File: src/rtl/sfw_pkg.sv
/*
 Constants for the serial flash write controller: register offsets, field
 positions, reset values and state codes.
 Assumes a word-wide register port with byte offsets as printed.
*/
package sfw_pkg;

   // ==========================================================
   // Register offsets
   // ==========================================================
   localparam logic [15:0] SFW_OFF_CTRL   = 16'h1038;
   localparam logic [15:0] SFW_OFF_CMD1   = 16'h103c;
   localparam logic [15:0] SFW_OFF_DAT1   = 16'h1040;
   localparam logic [15:0] SFW_OFF_DAT4   = 16'h1044;
   localparam logic [15:0] SFW_OFF_COUNT  = 16'h1048;
   localparam logic [15:0] SFW_OFF_CMD2   = 16'h104c;
   localparam logic [15:0] SFW_OFF_CFG    = 16'h1050;
   localparam logic [15:0] SFW_OFF_CMD3   = 16'h1054;
   localparam logic [15:0] SFW_OFF_CMD4   = 16'h1058;
   localparam logic [15:0] SFW_OFF_STAT   = 16'h1060;
   localparam logic [15:0] SFW_OFF_DAT2   = 16'h11d4;
   localparam logic [15:0] SFW_OFF_DAT3   = 16'h11d8;
   localparam logic [15:0] SFW_OFF_FBADDR = 16'h12b8;
   localparam logic [15:0] SFW_OFF_CURADDR = 16'h12bc;

   // ==========================================================
   // Field positions
   // ==========================================================
   localparam int SFW_CTRL_EN    = 0;
   localparam int SFW_CTRL_DIV_L = 1;
   localparam int SFW_CTRL_DIV_H = 4;
   localparam int SFW_CTRL_STOP  = 5;
   localparam int SFW_CTRL_WAIT  = 6;
   localparam int SFW_CTRL_X1    = 7;
   localparam int SFW_CTRL_X4    = 8;
   localparam int SFW_CFG_DV     = 0;
   localparam int SFW_CFG_CV     = 1;
   localparam int SFW_CFG_CC_L   = 2;
   localparam int SFW_CFG_CC_H   = 8;
   localparam int SFW_CFG_DC_L   = 9;
   localparam int SFW_CFG_DC_H   = 15;
   localparam int SFW_CFG_REQ    = 16;
   localparam int SFW_ST_RDONE   = 5;
   localparam int SFW_ST_WDONE   = 6;
   localparam int SFW_ST_RERR    = 7;
   localparam int SFW_ST_WERR    = 8;

   // ==========================================================
   // Reset values
   // ==========================================================
   localparam logic [3:0] SFW_DIV_RST = 4'h1;
   localparam logic [6:0] SFW_CC_RST  = 7'h08;
   // Printed as 0x127; only the low seven bits fit the field.
   localparam logic [6:0] SFW_DC_RST  = 7'h27;

   // ==========================================================
   // Sequencer states
   // ==========================================================
   typedef enum logic [4:0] {
      SFW_IDLE,
      SFW_WAIT_DATA,
      SFW_SEND_CMD,
      SFW_SEND_DATA,
      SFW_NEXT,
      SFW_DONE
   } sfw_state_t;

endpackage : sfw_pkg

File: src/rtl/sfw_ctrl.sv
/*
 Serial flash write controller: register block, clock divider and a
 sequencer that shifts command words and 128-bit data blocks to the flash.
 Assumes a synchronous word register port and flash pins synchronised here.
*/
// Contract
// RULE1: Control bit 0 starts the flash write; resets to zero.
// RULE2: Control bits 4:1 hold the serial clock divider, reset 4'b0001.
// RULE3: Control bit 5 stops the write in progress.
// RULE4: Control bits 7 and 8 pick single or four device writes; the code decodes bit 8 only and bit 7 has no effect.
// RULE5: Count register gives number of 128-bit blocks, resets zero.
// RULE6: Four 32-bit data registers hold host write data, reset zero.
// RULE7: Host sets data-valid; controller clears it after taking data.
// RULE8: Host sets command-valid after loading a command word.
// RULE9: Configuration bits 8:2 give command length in bits, reset 0x8.
// RULE10: Configuration bits 15:9 give data length in bits.
// RULE11: Bit 16 requests new data, resets one, cleared on capture.
// RULE12: Status bits 4:0 show sequencer state, reset zero.
// RULE13: Status bits 5 and 6 flag read done and write done.
// RULE14: Status bit 7 flags a CRC read error.
// RULE15: Status bit 8 flags a write error from flash status.
// RULE16: Current read address and fallback address have own registers.
// RULE17: All writes use a single data line per device.
// RULE18: Host reaches registers indirectly through PCIe or JTAG.
// RULE19: Command and data words shift most significant bit first.
// RULE20: Data words join into one block, one block per handshake.
// RULE21: Up to four command words shift before the block data.
// RULE22: Control bit 6 pauses the sequencer; clearing resumes it.
`timescale 1ns/1ps
module sfw_ctrl
   import sfw_pkg::*;
(
   // Clock and reset
   input  wire logic        clock,
   input  wire logic        rstn,
   // Register port
   input  wire logic        reg_wr,
   input  wire logic        reg_rd,
   input  wire logic [15:0] reg_addr,
   input  wire logic [31:0] reg_wdata,
   output logic      [31:0] reg_rdata,
   // Events and addresses from the read side
   input  wire logic        read_done,
   input  wire logic        read_crc_err,
   input  wire logic [31:0] cur_read_addr,
   // Flash pins
   input  wire logic        flash_status_err,
   output logic             flash_sck,
   output logic             flash_cs_n,
   output logic      [3:0]  flash_so
);

   typedef struct packed {
      logic [31:0]  ctrl;
      logic [31:0]  count;
      logic [127:0] data;
      logic [127:0] cmd;
      logic         dv;
      logic         cv;
      logic [6:0]   cc;
      logic [6:0]   dc;
      logic         req;
      logic         rdone;
      logic         wdone;
      logic         rerr;
      logic         werr;
      logic [31:0]  fb;
      sfw_state_t   st;
      logic [127:0] shreg;
      logic [1:0]   cidx;
      logic [6:0]   bit_n;
      logic [31:0]  blocks;
      logic [3:0]   div;
      logic         sck;
      logic         cs_n;
      logic         so;
      logic [3:0]   lanes;
      logic [31:0]  rdata;
      logic [2:0]   esync;
   } sfw_reg_t;

   sfw_reg_t q, d;
   logic     tick;
   logic     err_pin;

   // Full 32-bit word from a packed 128-bit group, word 0 uppermost.
   function automatic logic [31:0] word_of(input logic [127:0] v,
                                           input logic [1:0]   i);
      word_of = v[(3 - i) * 32 +: 32];
   endfunction : word_of

   // One bit of command word i, counted up from its least significant bit.
   function automatic logic cmd_bit(input logic [127:0] v,
                                    input logic [1:0]   i,
                                    input logic [6:0]   n);
      logic [31:0] w;
      w = word_of(v, i);
      cmd_bit = w[n[4:0]];
   endfunction : cmd_bit

   assign err_pin = q.esync[2] & q.esync[1];
   assign tick    = q.div == q.ctrl[SFW_CTRL_DIV_H:SFW_CTRL_DIV_L];

   // ==========================================================
   // Next state
   // ==========================================================
   always_comb begin
      d = q;
      // Divider: an enable pulse every div+1 cycles halves into sck.
      d.div = tick ? 4'h0 : 4'(q.div + 4'h1); // see RULE2
      d.esync = {q.esync[1:0], flash_status_err};
      if (read_done) begin
         d.rdone = 1'b1; // see RULE13
      end
      if (read_crc_err) begin
         d.rerr = 1'b1; // see RULE14
      end
      // Register writes; the host reaches these via its port bridge.
      if (reg_wr) begin // see RULE18
         unique case (reg_addr)
            SFW_OFF_CTRL:   d.ctrl = {23'h0, reg_wdata[8:0]};
            SFW_OFF_COUNT:  d.count = reg_wdata; // see RULE5
            SFW_OFF_DAT1:   d.data[127:96] = reg_wdata; // see RULE6
            SFW_OFF_DAT2:   d.data[95:64] = reg_wdata;
            SFW_OFF_DAT3:   d.data[63:32] = reg_wdata;
            SFW_OFF_DAT4:   d.data[31:0] = reg_wdata;
            SFW_OFF_CMD1:   d.cmd[127:96] = reg_wdata;
            SFW_OFF_CMD2:   d.cmd[95:64] = reg_wdata;
            SFW_OFF_CMD3:   d.cmd[63:32] = reg_wdata;
            SFW_OFF_CMD4:   d.cmd[31:0] = reg_wdata;
            SFW_OFF_FBADDR: d.fb = reg_wdata; // see RULE16
            SFW_OFF_CFG: begin
               d.dv = reg_wdata[SFW_CFG_DV]; // see RULE7
               d.cv = reg_wdata[SFW_CFG_CV]; // see RULE8
               d.cc = reg_wdata[SFW_CFG_CC_H:SFW_CFG_CC_L]; // see RULE9
               d.dc = reg_wdata[SFW_CFG_DC_H:SFW_CFG_DC_L]; // see RULE10
            end
            default: ;
         endcase
      end
      // Sequencer, stepped on falling sck edges so data is stable on rise.
      if (q.ctrl[SFW_CTRL_STOP] && q.st != SFW_IDLE) begin
         d.st = SFW_IDLE; // see RULE3
         d.cs_n = 1'b1;
         d.sck = 1'b0;
      end else if (tick && !q.ctrl[SFW_CTRL_WAIT]) begin // see RULE22
         unique case (q.st)
            SFW_IDLE: begin
               // A set stop bit also holds off any restart.
               if (q.ctrl[SFW_CTRL_EN] && !q.ctrl[SFW_CTRL_STOP] &&
                   q.count != 32'h0) begin // see RULE1
                  d.st = SFW_WAIT_DATA;
                  d.blocks = 32'h0;
                  d.wdone = 1'b0;
               end
            end
            SFW_WAIT_DATA: begin
               if (q.dv && q.cv) begin
                  d.shreg = q.data; // see RULE20
                  // A host write of the handshake in this cycle wins.
                  if (!(reg_wr && reg_addr == SFW_OFF_CFG)) begin
                     d.dv = 1'b0; // see RULE7
                  end
                  d.req = 1'b0; // see RULE11
                  d.cidx = 2'h0;
                  d.bit_n = q.cc;
                  d.st = SFW_SEND_CMD;
                  d.cs_n = 1'b0;
                  d.so = cmd_bit(q.cmd, 2'h0, q.cc); // see RULE19
               end
            end
            SFW_SEND_CMD: begin
               d.sck = ~q.sck;
               if (q.sck) begin
                  if (q.bit_n == 7'h0) begin
                     if (q.cidx == 2'h3) begin // see RULE21
                        d.bit_n = q.dc;
                        d.st = SFW_SEND_DATA;
                     end else begin
                        d.cidx = 2'(q.cidx + 2'h1);
                        d.bit_n = q.cc;
                     end
                  end else begin
                     d.bit_n = 7'(q.bit_n - 7'h1);
                  end
               end
               // Next bit of the current command, or the first data bit.
               if (d.st == SFW_SEND_DATA) begin
                  d.so = q.shreg[127];
               end else begin
                  d.so = cmd_bit(q.cmd, d.cidx, d.bit_n); // see RULE19
               end
            end
            SFW_SEND_DATA: begin
               d.sck = ~q.sck;
               if (q.sck) begin
                  d.shreg = {q.shreg[126:0], 1'b0}; // see RULE19
                  if (q.bit_n == 7'h0) begin
                     d.st = SFW_NEXT;
                     d.cs_n = 1'b1;
                     d.sck = 1'b0;
                  end else begin
                     d.bit_n = 7'(q.bit_n - 7'h1);
                  end
               end
               d.so = d.shreg[127]; // see RULE17
            end
            SFW_NEXT: begin
               d.blocks = 32'(q.blocks + 32'h1);
               d.req = 1'b1; // see RULE11
               d.st = (32'(q.blocks + 32'h1) >= q.count) ? SFW_DONE
                                                           : SFW_WAIT_DATA;
            end
            SFW_DONE: begin
               d.wdone = 1'b1; // see RULE13
               if (!(reg_wr && reg_addr == SFW_OFF_CTRL)) begin
                  d.ctrl[SFW_CTRL_EN] = 1'b0;
               end
               d.st = SFW_IDLE;
            end
            default: d.st = SFW_IDLE;
         endcase
      end
      if (err_pin && q.st != SFW_IDLE) begin
         d.werr = 1'b1; // see RULE15
      end
      // Four-device mode copies the serial bit onto every device line.
      d.lanes = d.ctrl[SFW_CTRL_X4] ? {4{d.so}} : {3'h0, d.so}; // see RULE4
      // Read mux, registered so reg_rdata comes from a flip-flop.
      d.rdata = 32'h0;
      if (reg_rd) begin
         unique case (reg_addr)
            SFW_OFF_CTRL:    d.rdata = q.ctrl;
            SFW_OFF_COUNT:   d.rdata = q.count;
            SFW_OFF_DAT1:    d.rdata = word_of(q.data, 2'h0);
            SFW_OFF_DAT2:    d.rdata = word_of(q.data, 2'h1);
            SFW_OFF_DAT3:    d.rdata = word_of(q.data, 2'h2);
            SFW_OFF_DAT4:    d.rdata = word_of(q.data, 2'h3);
            SFW_OFF_CMD1:    d.rdata = word_of(q.cmd, 2'h0);
            SFW_OFF_CMD2:    d.rdata = word_of(q.cmd, 2'h1);
            SFW_OFF_CMD3:    d.rdata = word_of(q.cmd, 2'h2);
            SFW_OFF_CMD4:    d.rdata = word_of(q.cmd, 2'h3);
            SFW_OFF_CFG:     d.rdata = {15'h0, q.req, q.dc, q.cc, q.cv, q.dv};
            SFW_OFF_STAT:    d.rdata = {23'h0, q.werr, q.rerr, q.wdone,
                                        q.rdone, q.st}; // see RULE12
            SFW_OFF_FBADDR:  d.rdata = q.fb;
            SFW_OFF_CURADDR: d.rdata = cur_read_addr; // see RULE16
            default:         d.rdata = 32'h0;
         endcase
      end
   end

   // ==========================================================
   // State register
   // ==========================================================
   always_ff @(posedge clock or negedge rstn) begin
      if (!rstn) begin
         q <= '0;
         q.ctrl[SFW_CTRL_DIV_H:SFW_CTRL_DIV_L] <= SFW_DIV_RST; // see RULE2
         q.cc <= SFW_CC_RST;
         q.dc <= SFW_DC_RST;
         q.req <= 1'b1;
         q.cs_n <= 1'b1;
         q.st <= SFW_IDLE;
      end else begin
         q <= d;
      end
   end

   always_comb begin
      reg_rdata = q.rdata;
      flash_sck = q.sck;
      flash_cs_n = q.cs_n;
      flash_so = q.lanes;
   end
endmodule : sfw_ctrl

File: config.mk
export PLATFORM = sky130hd
export DESIGN_NAME = sfw_ctrl
export DESIGN_NICKNAME = d
export VERILOG_FILES = /design/src/rtl/sfw_pkg.sv /design/src/rtl/sfw_ctrl.sv
export SDC_FILE = /design/constraint.sdc
export NUM_CORES = 1
export LEC_CHECK = 0
export BUFFER_PORTS_ARGS = -buffer_cell sky130_fd_sc_hd__buf_2
export CAP_MARGIN = 40
export CELL_PAD_IN_SITES_DETAIL_PLACEMENT = 0
export CELL_PAD_IN_SITES_GLOBAL_PLACEMENT = 1
export CORE_MARGIN = 3
export CORE_UTILIZATION = 50
export CTS_BUF_LIST = sky130_fd_sc_hd__clkbuf_4 sky130_fd_sc_hd__clkbuf_8 sky130_fd_sc_hd__clkbuf_16
export DETAILED_ROUTE_END_ITERATION = 8
export PLACE_DENSITY_LB_ADDON = 0.1
export SLEW_MARGIN = 20
export SYNTH_ARGS = -nofsm -noshare
export SYNTH_HDL_FRONTEND = slang
export SYNTH_SLANG_ARGS = --single-unit
File: constraint.sdc
create_clock -name clock -period 4.4 [get_ports clock]
set_input_delay 0.22 -clock clock [delete_from_list [all_inputs] [get_ports clock]]
set_output_delay 0.22 -clock clock [all_outputs]
set_load 0.005 [all_outputs]
==> results of run 1 <==
==> flip-flops by register name, summed over array words and instances (netlist names) <==
signal      cells
d               2
flash_cs_n      1
q             529
reg_rdata      32
flash_so        2
flash_sck       1
==> per-layer routing <==
layer	global-route usage	vias to the layer above	share of wire
met2	0.556	1014	0.46
met5	0	-	0.00014
met4	0.166	2	0.052
li1	-	9944	-
met1	0.474	11883	0.41
met3	0.0578	223	0.071
==> stage by stage <==
stage               hold slack [ns]  setup slack (ns)  power, mW   util
finish                       0.0206             0.685       10.9  0.580
global placement              0.339             0.637       5.57  0.536
floorplan                   -0.0756              1.26       5.36      -
global route                 0.0235             0.474       11.2  0.580
detailed placement            0.340             0.758       5.57  0.538
CTS                         0.00597             0.757       11.0  0.579
==> repair_timing <==
item,in CTS,in global routing
endpoints found under the hold margin,219,0
buffers inserted,0,0
hold buffers,20,0
==> cells in the final DEF, fill, tap and decap left out, types with 25 or more instances in the layout <==
master and instances:
nand3_1 36, a41oi_1 27, dfrtp_1 557, inv_1 43, a222oi_1 53, o22ai_1 131
xor2_1 25, mux2i_1 34, a22oi_1 37, a22o_1 48, ha_1 36, nor2_1 181
o21ai_0 91, a221oi_1 67, mux2_2 346, buf_4 82, a21oi_1 174, clkbuf_16 60
nand2_1 130, buf_2 123
==> power groups by stage <==
stage	clock, mW	sequential, mW	combinational [mW]
floorplan	0	5.32	0.0468
global placement	0	5.32	0.250
detailed placement	0	5.32	0.254
CTS	5.48	5.22	0.270
global route	5.69	5.22	0.293
finish	5.41	5.22	0.266
==> logic make-up (layout without fill, tap and decap cells) <==
kind of cell	count (synthesis)	count (layout)	synth area share
buffers and inverters	308	400	0.0479
xor gates and xnor gates	42	42	0.0129
and+or+nand+nor	512	512	0.0841
DFF	567	567	0.497
muxes	392	392	0.157
other	0	3	0
adders and majority gates	36	36	0.0158
AOI/OAI and AO/OA	761	761	0.185
==> final timing paths <==
path | from | end | slack [ns] | cells after the start
max in group asynchronous | rstn | q[232] | 2.80 | 3
max | q[78] | flash_so[2] | 0.69 | 13
max reg2reg | q[78] | flash_so[2] | 0.69 | 13
min reg2reg | d[1] | d[2] | 0.35 | 0
min in group asynchronous | rstn | q[44] | 0.25 | 2
min | reg_wdata[16] | q[417] | 0.02 | 2
==> synthesized netlist by cell type, types with 8 or more instances <==
cell type	number	area, um^2
a211oi_1	14	105
a21o_1	16	120
a21oi_1	175	876
a221oi_1	67	587
a222oi_1	53	531
a22o_1	48	420
a22oi_1	37	278
a311o_1	15	150
a31oi_1	21	131
a41oi_1	27	236
and2_1	13	81.3
and3_1	23	144
buf_1	35	131
buf_2	49	245
buf_4	40	300
clkbuf_1	139	522
dfrtp_1	559	14000
dfstp_2	8	210
ha_1	36	450
inv_1	43	161
mux2_2	346	3900
mux2i_1	34	340
mux4_2	10	225
nand2_1	137	514
nand2b_1	10	62.6
nand3_1	38	190
nand4_1	21	131
nor2_1	191	717
nor2b_1	11	68.8
nor3_1	15	75.1
nor4_1	13	81.3
o21ai_0	91	455
o22ai_1	131	820
o31ai_1	15	113
or2_2	9	56.3
xnor2_1	17	149
xor2_1	25	219
==> worst max-delay path: stages, from the launching register on <==
cell	delay, ns
dfrtp_1	0.39
inv_1	0.13
ha_1	0.23
nor4b_4	0.14
buf_4	0.28
a21oi_2	0.68
buf_4	0.33
nor2_1	0.07
a2111oi_0	0.58
o31ai_1	0.19
o22ai_1	0.18
o311ai_1	0.12
o21ai_1	0.15
nor3_1	0.08
==> final cells by class <==
type	instances	area share
Sequential cell	567	0.439
Antenna cell	3	0.000232
Clock inverter	27	0.0110
Inverter	45	0.00522
Timing Repair Buffer	242	0.0552
Multi-Input combinational cell	1743	0.406
Tap cell	748	0.0289
Clock buffer	86	0.0542
==> summary.md, run 1 <==
| Metric | Value |
|---|---|
| Status | complete, no violations |
| Worst-path clk slew | 0.07 ns |
| Syn_area_per_cell | 10.9 um^2 |
| Routed len/inst | 30.4 um |
| Detail Route Antenna Nets | 0 |
| Fin crit share | 0.844 |
| Worst-path fanout max | 34 |
| Iter 0 DRT Violations | 2,263 |
| CP Capture Type | flop |
| Cells after synthesis | 2,618 |
| Fin. Hold Viols | 0 |
| Congestion Overflow GR | 0 |
| Clk_lat worst skew | 0.65 ns |
| Layout fillers | 4,766 |
| Worst hold path type | in -> reg |
| Switching part of the total | 0.223 |
| Warnings, synthesis | 0 |
| # rows | 86 |
| Storage cell area | 14,200 um^2 |
| Final non-filler cell total | 3,461 |
| Logic gate share of total power | 0.024 |
| Required @ worst endpoint | 4.90 ns |
| Pleak | 15.0 nW |
| Aggregate routed wire length | 105,000 um |
| Cell Area, Synth | 28,500 um^2 |
| EDFF count, synth | 0 |
| GRT Util Overall | 0.351 |
| Max Cap Viol | 0 |
| Area Overhead vs Synth | 13.3% |
| Post-synth top flop | dfrtp_1 |
| Post-route cell area | 32,300 um^2 |
| Sequential area share after synthesis | 0.497 |
| CP Class | reg -> reg |
| Die height | 245 um |
| Cts repair resizes | 0 |
| Internal power | 8.47 mW |
| Initial antenna violation count | 6 |
| Multi-input logic area | 13,100 um^2 |
| First-pass GRT wire length | 157,000 um |
| CTS Sinks | 567 |
| Maximum root-to-sink buffer count | 3 |
| Vias in the first global route | 23,049 |
| Die area | 60,000 um^2 |
| Psw | 2.43 mW |
| Layout Nets | 2,782 |
| Share of power burned in registers | 0.479 |
| Number of port buffers | 124 |
| Max Slew Vio Count | 0 |
| Placed Cells incl. Taps | 3,324 |
| Dpl cell area | 30,000 um^2 |
| Peak Freq | 0.269 GHz |
| Number of distinct library cells after synthesis | 77 |
| Initial core utilization | 0.512 |
| Pwr Density | 337 nW/um^2 |
| RePlAce Congestion | 0.965 |
| Root Buffer Master | clkbuf_16 |
| Fin Setup TNS | 0 ns |
| Ys async rst share | 1.00 |
| Clock Skews | 0.0219 ns |
| Mapped Nets | 2,741 |
| Die X | 245 um |
| RSZ-0062 raised after global routing | false |
| WP data arrival | 4.21 ns |
| Remaining DRCs | 0 |
| Worst setup SP type | flop |
| Worst Max-Slew Pin Slew | 0.958 ns |
| CTS tree | built |
| Core box area | 55,700 um^2 |
| Peak supply drop | 0.332 mV |
| H-tree lvl count | 2 |
| Count of state elements after synthesis | 567 |
| Post-DP HPWL | 73,700 um |
| Ratio of cells with drive above 1 in the final layout | 0.277 |
| Total number of vias | 23,066 |
| Min cycle time layout | 3.71 ns |
| Via-to-Cell Ratio | 6.66 |
| Pin count of the biggest net entering global routing | 127 |
| DRT Pass-1 Iters | 9 |
| TritonCTS Buffers | 60 |
| Final setup viols | 0 |
| Slew HR | 0.362 |
| Clk network pwr share | 0.497 |
| I/O pins | 125 |
No activity file was read; power rests on OpenSTA's default activity.
==> inputs of run 2 (changes only) <==
Clock period 4.4 ns to 3.75 ns, I/O delays scaled along.
==> summary.md, run 2 (synthesis gave the netlist of run 1 again) <==
| Metric | Value |
|---|---|
| Largest register FFs | 529 |
| Status | complete, no violations |
| Post-route cell area | 32,700 um^2 |
| Via-to-Cell Ratio | 6.75 |
| Die area | 60,000 um^2 |
| Crit Reg-Reg Startpoint | q[78] |
| Postcts setup bufs | 0 |
| Maximum root-to-sink buffer count | 3 |
| Max Cap Viol | 0 |
| Vias in the first global route | 23,381 |
| I/O pins | 125 |
| Worst-path fanout max | 27 |
| Die X | 245 um |
| R2r setup slk | 0.27 ns |
| Crit-path slowest cell | o21ai_0 |
| Peak Freq | 0.287 GHz |
| Initial core utilization | 0.512 |
| First-pass GRT wire length | 158,000 um |
| Final setup viols | 0 |
| Metal2 WL | 50,200 um |
| Dpl cell area | 30,200 um^2 |
| Layout Nets | 2,800 |
| Final setup margin | 0.269 ns |
| Routed met1 length | 43,700 um |
| Biggest register | q |
| Routed len/inst | 30.8 um |
| Aggregate routed wire length | 107,000 um |
| CTS tree | built |
| Layout fillers | 4,720 |
| Worst hold path type | in -> reg |
| Hold path depth | 3 |
| Ratio of cells with drive above 1 in the final layout | 0.280 |
| CP most frequent cell | buf_12 |
| Slew HR | 0.374 |
| Fin. Hold Viols | 0 |
| CTS Sinks | 567 |
| Detail Route Antenna Nets | 0 |
| DRT Pass-1 Iters | 6 |
| Peak supply drop | 0.419 mV |
| Total number of vias | 23,489 |
| Die height | 245 um |
| DR top layer | met5 |
| Min cycle time layout | 3.48 ns |
| TritonCTS Buffers | 60 |
| Root Buffer Master | clkbuf_16 |
| Pin count of the biggest net entering global routing | 134 |
| Critical path cell sequence | inv_1 > ha_1 > nor4b_4 > buf_12 > nand2_2 > buf_12 > o21ai_0 > nor4bb_1 > a31oi_1 > o22ai_1 > o311ai_1 > o21ai_1 > nor3_1 |
| Congestion Overflow GR | 0 |
| Pwr Density | 395 nW/um^2 |
| Slowest cell delay on critical path | 0.51 ns |
| Clock Skews | 0.0431 ns |
| Worst Max-Slew Pin Slew | 0.940 ns |
| Pleak | 15.1 nW |
| # rows | 86 |
| Fin crit share | 0.928 |
| Most frequent cells in the layout | dfrtp_1, mux2_2, nor2_1 |
| GRT Util Overall | 0.355 |
| H-tree lvl count | 2 |
| HP Start | cur_read_addr[28] |
| Critical R2R Capture | flash_so[2] |
| Remaining DRCs | 0 |
| Fin Setup TNS | 0 ns |
| RSZ-0062 raised after global routing | false |
| Area Overhead vs Synth | 14.4% |
| RePlAce Congestion | 0.979 |
| Met3 wire len | 7350 um |
| CP Capture Type | flop |
| Most common cell after layout, fill and taps aside | dfrtp_1 |
| Post-DP HPWL | 73,000 um |
| Iter 0 DRT Violations | 2,548 |
| Number of port buffers | 124 |
| WP data arrival | 4.02 ns |
| Worst hold slack | 0.0223 ns |
| Max Slew Vio Count | 0 |
| Worst-path clk slew | 0.06 ns |
| Initial antenna violation count | 4 |
| Required @ worst endpoint | 4.29 ns |
| Worst setup SP type | flop |
| Total power | 12.9 mW |
| Clk_lat worst skew | 0.66 ns |
| Pre-CTS WS | 0.311 ns |
| CP Class | reg -> reg |
| Core box area | 55,700 um^2 |
| R2R cell count | 13 |
| Hold Path Sink | reg_rdata[28] |
==> run 2: per-stage QoR <==
stage,utilization,instances
final,0.586,3478
after global routing,0.586,3477
after CTS,0.585,3472
after detailed placement,0.542,3335
after global placement,0.542,3335
after floorplan,-,2618
==> run 2: report_power, final <==
group          internal, mW  total (mW)  switching [mW]
clock                  3.84        6.44            2.60
combinational        0.0793       0.324           0.245
sequential             6.12        6.13         0.00343
==> run 2: how the worst max path moves through the flow <==
stage          cells past startpoint          end  slack (ns)  startpoint
6_report                          13  flash_so[2]        0.27       q[78]
5_1_grt                           15       q[217]        0.02       q[48]
4_1_cts                           12  flash_so[2]        0.28       q[78]
3_5_place_dp                      12  flash_so[2]        0.31       q[78]
3_3_place_gp                      12  flash_so[2]        0.34       q[78]
2_1_floorplan                     18       q[217]        0.61       q[48]
==> run 2: what timing repair did <==
action                     4_1_cts  5_1_grt
gates resized for setup          0        3
hold buffers                    25        0
hold endpoints to repair       265        0
setup endpoints to repair        0        3
==> run 2: area by class of cell <==
cell class	instances	area, um^2	area share
antenna	3	7.51	0.000230
clock buffer	85	1760	0.0540
clock inverter	27	395	0.0121
inverter	45	169	0.00517
multi-input combinational	1743	13100	0.402
sequential	567	14200	0.435
tap	748	936	0.0287
timing repair buffer	260	2040	0.0626
==> run 2: critical path: cells and delay by family (launching register included) <==
kind,cells,cell delay [ns]
buf+inv,3,0.67
fa+ha+maj,1,0.22
compound gates,5,1.31
flops,1,0.41
simple gates,4,0.76
==> run 2: metal layers <==
layer / track usage / vias to the layer above
met1: 0.471 / 12167
met2: 0.569 / 1110
met3: 0.0549 / 251
met5: 0 / -
li1: - / 9959
met4: 0.178 / 2
==> inputs of run 3 (changes only) <==
Settings changed: CORE_UTILIZATION 50 to 52, CTS_BUF_LIST sky130_fd_sc_hd__clkbuf_4 sky130_fd_sc_hd__clkbuf_8 sky130_fd_sc_hd__clkbuf_16 to sky130_fd_sc_hd__clkbuf_4.
==> summary.md, run 3 (synthesis gave the netlist of run 1 again) <==
| Metric | Value |
|---|---|
| Status | complete, no violations |
| Final setup viols | 0 |
| Crit-path slowest cell | or4b_4 |
| Worst-path clk slew | 0.06 ns |
| Layout Nets | 2,982 |
| Pre-CTS WS | 0.0643 ns |
| Die X | 240 um |
| CTS tree | built |
| Slew HR | 0.312 |
| Critical path cell sequence | inv_1 > ha_1 > or4b_4 > o211a_1 > a311oi_2 > buf_4 > a311oi_1 > a2111oi_0 > nor4_2 > o21ai_1 > nor3_1 |
| Pin count of the biggest net entering global routing | 134 |
| Layout fillers | 4,559 |
| RePlAce Congestion | 0.935 |
| Fin. Hold Viols | 0 |
| R2R cell count | 11 |
| # rows | 85 |
| Crit path buf inv count | 2 |
| Critical R2R Capture | flash_so[2] |
| Via-to-Cell Ratio | 6.70 |
| Required @ worst endpoint | 4.60 ns |
| Worst Max-Slew Pin Slew | 1.03 ns |
| Vias in the first global route | 24,946 |
| Aggregate routed wire length | 106,000 um |
| Root Buffer Master | clkbuf_4 |
| Multi-input logic area | 13,100 um^2 |
| Area Overhead vs Synth | 16.0% |
| Storage cell area | 14,200 um^2 |
| CP endpoint | flash_so[2] |
| Fin Setup TNS | 0 ns |
| Core box area | 54,000 um^2 |
| CTS Sinks | 567 |
| Crit path launch | q[78] |
| Min cycle time layout | 3.58 ns |
| Initial core utilization | 0.528 |
| Fin crit share | 0.953 |
| Maximum root-to-sink buffer count | 3 |
| Postcts setup bufs | 0 |
| Max Cap Viol | 0 |
| Number of port buffers | 124 |
| Peak supply drop | 0.254 mV |
| Worst hold path type | in -> reg |
| R2r setup slk | 0.17 ns |
| TritonCTS Buffers | 155 |
| Slowest cell delay on critical path | 0.52 ns |
| WP data arrival | 4.42 ns |
| GRT Util Overall | 0.374 |
| Post-DP HPWL | 71,700 um |
| Post-route cell area | 33,100 um^2 |
| Congestion Overflow GR | 0 |
| Iter 0 DRT Violations | 2,565 |
| Pwr Density | 363 nW/um^2 |
| Most frequent cells in the layout | dfrtp_1, mux2_2, clkbuf_4 |
| H-tree lvl count | 4 |
| Peak Freq | 0.280 GHz |
| Clk_lat worst skew | 1.05 ns |
| Crit Reg-Reg Startpoint | q[78] |
| Worst-path fanout max | 11 |
| Clock Skews | 0.0742 ns |
| Die height | 240 um |
| I/O pins | 125 |
| Final setup margin | 0.175 ns |
| Pleak | 15.6 nW |
| Max Slew Vio Count | 0 |
| CP Capture Type | flop |
| Cell depth of the worst setup path | 11 |
| Placed Cells incl. Taps | 3,290 |
| Die area | 57,700 um^2 |
| Most common cell after layout, fill and taps aside | dfrtp_1 |
| Detail Route Antenna Nets | 0 |
| CP Class | reg -> reg |
| Total number of vias | 24,512 |
| Total power | 12.0 mW |
| First-pass GRT wire length | 160,000 um |
| Remaining DRCs | 0 |
| DRT Pass-1 Iters | 9 |
| Cell family with most CP delay | compound AO/OA/AOI/OAI gates |
| Worst setup SP type | flop |
| Biggest register | q |
| Ratio of cells with drive above 1 in the final layout | 0.305 |
| Dpl cell area | 30,100 um^2 |
| Final non-filler cell total | 3,660 |
| Routed len/inst | 29.1 um |
| Largest register FFs | 529 |
| Initial antenna violation count | 5 |
run 3: power by group:
part | switching, mW | total [mW] | internal, mW
logic | 0.260 | 0.379 | 0.119
registers | 0.00324 | 6.12 | 6.12
clock network | 2.70 | 5.53 | 2.83
total | 2.96 | 12.0 | 9.06
run 3: final cells by class:
type,count,area share
clock buffers,232,0.0526
flip-flops and latches,567,0.429
diodes,4,0.000302
repair buffers,347,0.0860
multi-input cells,1743,0.396
clock inverters,26,0.00487
inverters,45,0.00510
well taps,696,0.0263
run 3: worst min path at each step:
stage	start	endpoint	slack, ns	depth (start not counted)
6_report	reg_addr[3]	q[443]	0.1	5
5_1_grt	reg_addr[3]	q[443]	0.09	5
4_1_cts	reg_addr[4]	reg_rdata[0]	0.005	5
3_5_place_dp	flash_status_err	d[1]	0.30	1
3_3_place_gp	flash_status_err	d[1]	0.30	1
2_1_floorplan	rstn	d[1]	-0.11	0
run 3: per-layer routing:
metal,track usage,part of all wire,routed length (um)
met2,0.571,0.45,48000
met1,0.491,0.40,42700
met5,0,0.00012,13
met4,0.220,0.062,6610
met3,0.0850,0.086,9190
run 3: worst reg2reg max path, stage by stage (launching register included):
cell	delay [ns]
dfrtp_1	0.41
inv_1	0.18
ha_1	0.21
or4b_4	0.52
o211a_1	0.27
a311oi_2	0.45
buf_4	0.30
a311oi_1	0.07
a2111oi_0	0.52
nor4_2	0.13
o21ai_1	0.25
nor3_1	0.09
run 3: stage by stage:
stage | hold WS, ns | util
floorplan | -0.108 | -
global placement | 0.304 | 0.556
detailed placement | 0.299 | 0.557
CTS | 0.00494 | 0.612
global route | 0.0887 | 0.613
finish | 0.0976 | 0.613
run 3: what timing repair did:
item / in CTS / in global routing
setup endpoints to repair: 0 / 3
endpoints found under the hold margin: 929 / 0
hold buffers: 108 / 0
gates resized for setup: 0 / 8
